**config.mk**
```make
export PLATFORM = sky130hd
export DESIGN_NAME = vectored_interrupt_flag_logic
export DESIGN_NICKNAME = d
export VERILOG_FILES = /design/src/irq_flag_pkg.sv /design/src/vectored_interrupt_flag_logic.sv /design/src/pin_sync2.sv
export VERILOG_INCLUDE_DIRS = /design/src
export SDC_FILE = /design/constraint.sdc
export NUM_CORES = 1
export LEC_CHECK = 0
export BUFFER_PORTS_ARGS = -buffer_cell sky130_fd_sc_hd__clkbuf_2
export CAP_MARGIN = 20
export CORE_ASPECT_RATIO = 1.25
export CORE_MARGIN = 3
export CORE_UTILIZATION = 43
export DETAILED_ROUTE_END_ITERATION = 12
export PLACE_DENSITY = 0.81
export SYNTH_ARGS = -nofsm -noshare
export SYNTH_HDL_FRONTEND = slang
export SYNTH_HIERARCHICAL = 1
export SYNTH_SLANG_ARGS = --single-unit
```
**constraint.sdc**
```tcl
create_clock -name pclk -period 1.9 [get_ports pclk]
set_input_delay 0.19 -clock pclk [delete_from_list [all_inputs] [get_ports pclk]]
set_output_delay 0.19 -clock pclk [all_outputs]
set_load 0.01 [all_outputs]
```
**src/irq_flag_regs.svh**
```systemverilog
`ifndef IRQ_FLAG_REGS_SVH
`define IRQ_FLAG_REGS_SVH

// ----------------------------------------------------------------------
// Register offsets (byte addresses)
// ----------------------------------------------------------------------
`define OFS_FLAG      12'h000
`define OFS_MASK      12'h004
`define OFS_CTRL      12'h008
`define OFS_STAT      12'h00c
`define OFS_VEC       12'h010

// ----------------------------------------------------------------------
// Event source bit positions, lowest priority first
// ----------------------------------------------------------------------
`define SRC_CTIMER    0
`define SRC_SWATCH    1
`define SRC_KPORT0    2
`define SRC_KPORT1    3
`define SRC_SERIAL    4
`define SRC_PTIMER    5
`define NUM_SRC       6

// ----------------------------------------------------------------------
// Vector addresses per source
// ----------------------------------------------------------------------
`define VEC_CTIMER    12'h102
`define VEC_SWATCH    12'h104
`define VEC_KPORT0    12'h106
`define VEC_KPORT1    12'h108
`define VEC_SERIAL    12'h10a
`define VEC_PTIMER    12'h10c
`define VEC_NONE      12'h000

// ----------------------------------------------------------------------
// Control fields and reset values
// ----------------------------------------------------------------------
`define CTRL_POL0     0
`define CTRL_POL1     1
`define CTRL_CTRST    2
`define CTRL_W        3
`define STAT_GIE      0
`define STAT_REQ      1
`define STAT_BUSY     2
`define MASK_RST      6'h00
`define CTRL_RST      3'h0
`define FLAG_RST      6'h00

`endif

```
**src/irq_flag_pkg.sv**
```systemverilog
package irq_flag_pkg;

  typedef enum logic [0:0] {
    ST_IDLE   = 1'b0,
    ST_ACCEPT = 1'b1
  } vec_state_t;

  typedef logic [5:0]  src_vec_t;
  typedef logic [11:0] pc_addr_t;

endpackage : irq_flag_pkg

```
**src/vectored_interrupt_flag_logic.sv**
```systemverilog
// The register addresses and the APB interface to the registers were left to the implementer.
`include "irq_flag_regs.svh"

module vectored_interrupt_flag_logic
  import irq_flag_pkg::*;
(
  // APB clock and reset
  input  wire logic        pclk,
  input  wire logic        presetn,
  // APB slave
  input  wire logic [11:0] paddr,
  input  wire logic        psel,
  input  wire logic        penable,
  input  wire logic        pwrite,
  input  wire logic [31:0] pwdata,
  output logic      [31:0] prdata,
  output logic             pready,
  output logic             pslverr,
  // Peripheral event pulses
  input  wire logic        clock_timer_evt,
  input  wire logic        stopwatch_evt,
  input  wire logic        serial_evt,
  input  wire logic        prog_timer_evt,
  // Input port pins
  input  wire logic        k_pin0,
  input  wire logic        k_pin1,
  // Processor core
  input  wire logic        global_irq_enable_op,
  input  wire logic        global_irq_disable_op,
  input  wire logic        core_accept,
  input  wire logic        core_vec_fetch,
  output logic             core_irq_req,
  output logic      [11:0] vector_addr,
  output logic             vector_valid,
  // Peripheral control and system interrupt
  output logic             clock_timer_rst,
  output logic             irq
);

  // --------------------------------------------------------------------
  // Helpers
  // --------------------------------------------------------------------
  // Vector of the highest set source; OR-ing two results models the
  // address collision seen when a late request overtakes an accepted one
  function automatic pc_addr_t prio_vec(input src_vec_t bits);
    pc_addr_t v;
    v = `VEC_NONE;
    if (bits[`SRC_PTIMER])      v = `VEC_PTIMER;
    else if (bits[`SRC_SERIAL]) v = `VEC_SERIAL;
    else if (bits[`SRC_KPORT1]) v = `VEC_KPORT1;
    else if (bits[`SRC_KPORT0]) v = `VEC_KPORT0;
    else if (bits[`SRC_SWATCH]) v = `VEC_SWATCH;
    else if (bits[`SRC_CTIMER]) v = `VEC_CTIMER;
    return v;
  endfunction : prio_vec

  function automatic src_vec_t prio_onehot(input src_vec_t bits);
    src_vec_t o;
    o = '0;
    for (int i = 0; i < `NUM_SRC; i++) begin
      if (bits[i]) begin
        o    = '0;
        o[i] = 1'b1;
      end
    end
    return o;
  endfunction : prio_onehot

  // --------------------------------------------------------------------
  // State
  // --------------------------------------------------------------------
  src_vec_t          flag;
  src_vec_t          next_flag;
  src_vec_t          mask;
  src_vec_t          next_mask;
  logic [`CTRL_W-1:0] ctrl;
  logic [`CTRL_W-1:0] next_ctrl;
  logic              gie;
  logic              next_gie;
  logic [31:0]       next_prdata;
  logic              next_ctimer_rst;
  logic [1:0]        kport_q;
  logic [1:0]        next_kport_q;
  vec_state_t        state;
  vec_state_t        next_state;
  src_vec_t          acc_bits;
  src_vec_t          next_acc_bits;
  pc_addr_t          late_vec;
  pc_addr_t          next_late_vec;
  pc_addr_t          next_vector_addr;
  logic              next_vector_valid;

  logic [1:0]        kport_sync;
  logic [1:0]        kport_qual;
  src_vec_t          set_evt;
  src_vec_t          clr_evt;
  src_vec_t          pending;
  src_vec_t          higher;
  logic              setup_ph;
  logic              access_ph;
  logic              wr_en;
  logic              rd_en;
  logic              addr_ok;

  // --------------------------------------------------------------------
  // Input pin synchronisers
  // --------------------------------------------------------------------
  pin_sync2 #(
    .WIDTH (2)
  ) pin_sync2_i (
    .pclk      (pclk),
    .presetn   (presetn),
    .pin_async ({k_pin1, k_pin0}),
    .pin_sync  (kport_sync)
  );

  // --------------------------------------------------------------------
  // APB decode
  // --------------------------------------------------------------------
  assign setup_ph  = psel && !penable;
  assign access_ph = psel && penable;
  assign addr_ok   = (paddr == `OFS_FLAG) || (paddr == `OFS_MASK) ||
                     (paddr == `OFS_CTRL) || (paddr == `OFS_STAT) ||
                     (paddr == `OFS_VEC);
  assign wr_en     = access_ph && pwrite && addr_ok;
  assign rd_en     = access_ph && !pwrite;
  assign pready    = 1'b1;
  assign pslverr   = access_ph && !addr_ok;

  // --------------------------------------------------------------------
  // Event detection
  // --------------------------------------------------------------------
  // Polarity bit 1 selects the rising edge, so the pin is active high.
  // Gating the active level by the mask before edge detection makes a
  // mask re-enable with the pin held active look like a fresh edge.
  always_comb begin
    for (int i = 0; i < 2; i++) begin
      kport_qual[i] = (kport_sync[i] == ctrl[`CTRL_POL0 + i]) &&
                      mask[`SRC_KPORT0 + i];
    end
  end
  assign next_kport_q = kport_qual;

  always_comb begin
    set_evt = '0;
    set_evt[`SRC_CTIMER] = clock_timer_evt ||
                           (wr_en && paddr == `OFS_CTRL &&
                            pwdata[`CTRL_CTRST]);
    set_evt[`SRC_SWATCH] = stopwatch_evt;
    set_evt[`SRC_SERIAL] = serial_evt;
    set_evt[`SRC_PTIMER] = prog_timer_evt;
    set_evt[`SRC_KPORT0] = kport_qual[0] && !kport_q[0];
    set_evt[`SRC_KPORT1] = kport_qual[1] && !kport_q[1];
  end

  // --------------------------------------------------------------------
  // Flags and software registers
  // --------------------------------------------------------------------
  // A read clears only the bits latched into prdata during setup, so
  // an event landing between setup and access is never lost
  always_comb begin
    clr_evt = '0;
    if (rd_en && paddr == `OFS_FLAG) begin
      clr_evt = prdata[`NUM_SRC-1:0];
    end else if (wr_en && paddr == `OFS_FLAG) begin
      clr_evt = pwdata[`NUM_SRC-1:0];
    end
    next_flag = (flag & ~clr_evt) | set_evt;
  end

  always_comb begin
    next_mask       = mask;
    next_ctrl       = ctrl;
    next_ctimer_rst = 1'b0;
    if (wr_en && paddr == `OFS_MASK) begin
      next_mask = pwdata[`NUM_SRC-1:0];
    end
    if (wr_en && paddr == `OFS_CTRL) begin
      next_ctrl       = {1'b0, pwdata[`CTRL_POL1:`CTRL_POL0]};
      next_ctimer_rst = pwdata[`CTRL_CTRST];
    end
  end

  always_comb begin
    next_prdata = prdata;
    if (setup_ph && !pwrite) begin
      next_prdata = 32'h0000_0000;
      case (paddr)
        `OFS_FLAG: next_prdata[`NUM_SRC-1:0] = flag;
        `OFS_MASK: next_prdata[`NUM_SRC-1:0] = mask;
        `OFS_CTRL: next_prdata[`CTRL_W-1:0]  = ctrl;
        `OFS_STAT: begin
          next_prdata[`STAT_GIE]  = gie;
          next_prdata[`STAT_REQ]  = core_irq_req;
          next_prdata[`STAT_BUSY] = (state == ST_ACCEPT);
        end
        `OFS_VEC:  next_prdata[11:0] = vector_addr;
        default:   next_prdata = 32'h0000_0000;
      endcase
    end
  end

  // --------------------------------------------------------------------
  // Requests to the core
  // --------------------------------------------------------------------
  assign pending      = flag & mask;
  assign irq          = |pending;
  assign core_irq_req = gie && (|pending) && (state == ST_IDLE);

  // The core drops its global enable when it accepts a request
  always_comb begin
    next_gie = gie;
    if (global_irq_enable_op) begin
      next_gie = 1'b1;
    end
    if (global_irq_disable_op || (core_accept && core_irq_req)) begin
      next_gie = 1'b0;
    end
  end

  // --------------------------------------------------------------------
  // Vector selection
  // --------------------------------------------------------------------
  // Sources ranked above the accepted one
  assign higher = ~src_vec_t'((acc_bits << 1) - 6'h01) &
                  ~acc_bits;

  always_comb begin
    next_state        = state;
    next_acc_bits     = acc_bits;
    next_late_vec     = late_vec;
    next_vector_addr  = vector_addr;
    next_vector_valid = 1'b0;
    case (state)
      ST_IDLE: begin
        if (core_accept && core_irq_req) begin
          next_acc_bits = prio_onehot(pending);
          next_late_vec = `VEC_NONE;
          next_state    = ST_ACCEPT;
        end
      end
      ST_ACCEPT: begin
        // A higher request in the accept-to-fetch gap corrupts the
        // address; software must check its flag after the branch
        next_late_vec = late_vec |
                        prio_vec(set_evt & mask & higher);
        if (core_vec_fetch) begin
          next_vector_addr  = prio_vec(acc_bits) | next_late_vec;
          next_vector_valid = 1'b1;
          next_state        = ST_IDLE;
        end
      end
      default: begin
        next_state = ST_IDLE;
      end
    endcase
  end

  // --------------------------------------------------------------------
  // Registers
  // --------------------------------------------------------------------
  always_ff @(posedge pclk or negedge presetn) begin
    if (!presetn) begin
      flag            <= `FLAG_RST;
      mask            <= `MASK_RST;
      ctrl            <= `CTRL_RST;
      gie             <= 1'b0;
      prdata          <= 32'h0000_0000;
      clock_timer_rst <= 1'b0;
      kport_q         <= 2'h0;
      state           <= ST_IDLE;
      acc_bits        <= 6'h00;
      late_vec        <= `VEC_NONE;
      vector_addr     <= `VEC_NONE;
      vector_valid    <= 1'b0;
    end else begin
      flag            <= next_flag;
      mask            <= next_mask;
      ctrl            <= next_ctrl;
      gie             <= next_gie;
      prdata          <= next_prdata;
      clock_timer_rst <= next_ctimer_rst;
      kport_q         <= next_kport_q;
      state           <= next_state;
      acc_bits        <= next_acc_bits;
      late_vec        <= next_late_vec;
      vector_addr     <= next_vector_addr;
      vector_valid    <= next_vector_valid;
    end
  end

endmodule : vectored_interrupt_flag_logic

```
**src/pin_sync2.sv**
```systemverilog
module pin_sync2 #(
  parameter int WIDTH = 2
) (
  // Clock and reset
  input  wire logic             pclk,
  input  wire logic             presetn,
  // Asynchronous pins and their synchronised copy
  input  wire logic [WIDTH-1:0] pin_async,
  output logic      [WIDTH-1:0] pin_sync
);

  logic [WIDTH-1:0] stage1;

  // First stage feeds only the second stage
  always_ff @(posedge pclk or negedge presetn) begin
    if (!presetn) begin
      stage1   <= '0;
      pin_sync <= '0;
    end else begin
      stage1   <= pin_async;
      pin_sync <= stage1;
    end
  end

endmodule : pin_sync2

```
==> impl_results.md <==
* Count of final hold-check violations at 0
* Final min period at around 1.9 ns
* Register Area at approximately 1200 um2
* CTS Buffer Depth at 2
* Mux share of post-synthesis cell area at 0.0689
* Critical path data required time at between 1.5 and 2 ns
* First-pass GRT wire length at approximately 9500 um
* Initial DRC Count at around 120
* Worst min path class: input pin to flip-flop
* Maxcap violations at 0
* Synth Area in Adders at 0.0150
* 1st-pass router iterations at 4
* Vias per cell at roughly 5.2
* Root buffer cell: clkbuf_8
* Post-synthesis average cell area at approximately 9.9 um2
* Clk_lat worst skew at about 0.29 ns
* P&R area growth vs syn at 24.3%
* H-tree Lvls at 2
* Post-synth EDFFs at 0
* DRC at 0
* Simple-gate area share of the yosys netlist at 0.175
* P per Cell Area at a little under 600 nW/um2
* Vias in the first global route at 2043
* Maximum VDD drop at 414 uV
* Count leader, synth: dfrtp_1
* Clock Sinks at 46
* Routed WL at between 6000 and 7000 um
* Nets at 398
* CTS tree: yes
* Non-filler cells, final at approximately 400
* GR peak layer: met2
* Pin count of the biggest net entering global routing at 47
* Worst setup SP type: flip-flop
* Cell area after synthesis at 2510 um2
* Antenna viol nets, final at 0
* Asr flop ratio synth at 1.00
* Die area at 6790 um2
* Post-synthesis xor/xnor area fraction at 0.0105
* Max-slew violation count at 0
* Syn. warnings at 6
* ANT cells at 0
* Leading area contributor after synthesis: dfrtp_1
* Synthesized instance count at roughly 250
* Leakage at 1.52 nW
* Overall Global Routing Usage at 0.179
* Met1 Use GR at 0.223
* Final Power at approximately 1.8 mW
* CP endpoint kind: output port
* Status: finished clean
* Synth Area in Compound Gates at 0.142
* Area of the multi-input gates at around 1200 um2
* Port Buffers at 53
* Core area at ~5600 um2
* Total CTS buffers at 5
* Initial antenna violation count at 0
* Distinct cells, synth at between 40 and 50
* GR Util met2 at 0.303
* Global-route track usage on met3 at 0.0310
* Hold slack at ~0.043 ns
* Final setup viols at 0
* Rel. slew slack at 0.619
* Worst hold path stage count at 2
* Share of the synthesized area in the top cell type at 0.459
* Most instantiated cells after synthesis: 46 x dfrtp_1, 33 x buf_4, 20 x nand2_1
* Layout cell share with drive strength beyond 1 at 0.365
* WL/cell at 15.3 um
* #FFs+latches synth at 46
* Setup TNS at 0 ns
* RePlAce Congestion at 0.897
* Post-Route Utilization at 0.561
* Fin Clk Skew at ~0.005 ns
* Die height at slightly above 90 um
* Top Ports at approximately 110
* Kind of critical path: flip-flop to output port
* Seq/Total Area, Yosys at 0.459
* Placed instance count at approximately 380
* Crit path arrival time at between 1.5 and 2 ns
* # fillers at about 500
* Main area contributors after synthesis: dfrtp_1 46%, buf_4 9.9%, mux2_2 3.6%
* RSZ-0062 raised after global routing: true
* Initial Util at 0.451
* Largest family of logic cells by synthesized area: simple AND/OR/NAND/NOR gates
* Final Cycle Share at 0.992
* Grt ovf at 0
* Top FF cell, synth: dfrtp_1
* Least-Margin Pin Slew at 0.572 ns
* CP max FO at 4
* Row count at 30
* Reg2Reg Depth at 9
* Maximum operating frequency at between 0.5 and 0.6 GHz
* Via count at approximately 2.1k
* Detailed Place HPWL at 4700 um
* CTS clock-pin slew for the worst setup and hold paths at around 0.080 ns
* DIE WIDTH at between 70 and 80 um
[routing by layer]
| layer | vias to the layer above | share of wire |
|---|---|---|
| met3 | 15 | 0.055 |
| met5 | - | 0 |
| li1 | 1008 | - |
| met4 | 0 | 0.025 |
| met1 | 992 | 0.41 |
| met2 | 83 | 0.51 |
[final timing paths]
path                                                 startpoint                           endpoint  slack [ns]
max in group asynchronous                               presetn         vector_addr[2]$_DFFE_PN0P_        0.99
worst max-delay path                        mask[5]$_DFFE_PN0P_                       core_irq_req        0.01
min in group asynchronous                               presetn              prdata[0]$_DFFE_PN0P_        0.50
worst min-delay path                      global_irq_disable_op                    gie$_DFFE_PN0P_        0.04
worst max register to register          acc_bits[1]$_DFFE_PN0P_         vector_addr[3]$_DFFE_PN0P_        0.10
worst min register to register  pin_sync2_i/stage1[0]$_DFF_PN0_  pin_sync2_i/pin_sync[0]$_DFF_PN0_        0.36
[where the power goes]
part           internal [mW]  total [mW]  switching (mW)
clock network          0.292       0.611           0.319
registers              0.994        1.01          0.0154
logic                 0.0675       0.178           0.110
total                   1.35        1.80           0.444
[cells in the final DEF, fill, tap and decap left out, types with 4 or more instances in the layout]
master | Yosys | routed
clkbuf_2 | 0 | 52
dfrtp_1 | 46 | 46
buf_4 | 33 | 33
conb_1 | 2 | 29
nand2_1 | 20 | 20
nor2_1 | 17 | 17
o21ai_0 | 13 | 13
inv_1 | 11 | 10
a22oi_1 | 9 | 9
mux2_2 | 8 | 8
a21oi_1 | 8 | 7
mux2i_1 | 6 | 6
clkbuf_8 | 0 | 6
nand4_1 | 4 | 4
and2_1 | 4 | 4
nor2b_1 | 4 | 4
nor4_1 | 4 | 4
nand3_1 | 4 | 4
a31oi_1 | 4 | 4
[state kept, by name (all words and copies together), names as in the netlist]
name,count
mask,6
vector_valid,1
state,1
ctrl,2
late_vec,4
pin_sync2_i/pin_sync,2
gie,1
vector_addr,4
kport_q,2
clock_timer_rst,1
acc_bits,6
flag,6
pin_sync2_i/stage1,2
prdata,8
[repair_timing]
action / in CTS / in global routing
resized for setup: 3 / 14
pin swaps: 1 / 6
setup endpoints to repair: 5 / 8
gates cloned: 0 / 0
hold buffers: 3 / 0
buffers inserted: 4 / 5
hold endpoints to repair: 48 / 0
[through the flow]
step / instance area [um2] / worst slack, ns
2_1_floorplan: 2610 / -0.145
3_3_place_gp: 2860 / -0.272
3_5_place_dp: 2860 / -0.327
4_1_cts: 3020 / 0.0000669
5_1_grt: 3120 / -0.0600
6_report: 3120 / 0.0143
[final cells by class]
cell class | count | area share
timing repair buffer | 89 | 0.176
tap | 64 | 0.0257
multi-input combinational | 183 | 0.384
clock inverter | 2 | 0.00401
clock buffer | 6 | 0.0265
inverter | 11 | 0.0141
sequential | 46 | 0.369
[cell families (layout without fill, tap and decap cells)]
| logic type | count (synthesis) | in the layout |
|---|---|---|
| AND/OR/NAND/NOR | 79 | 79 |
| AO/OA/AOI/OAI | 54 | 54 |
| buffers and inverters | 51 | 108 |
| flip-flops | 46 | 46 |
| multiplexers | 15 | 15 |
| adder cells (fa/ha/maj) | 3 | 3 |
| XOR/XNOR | 3 | 3 |
| other | 2 | 29 |
[worst max-delay path, stage by stage (launching register included)]
cell and delay [ns]:
dfrtp_1 0.42, a222oi_1 0.31, buf_4 0.18, and3_4 0.18
inv_4 0.04, and3_4 0.16, buf_6 0.11
No activity file was read; power rests on OpenSTA's default activity.
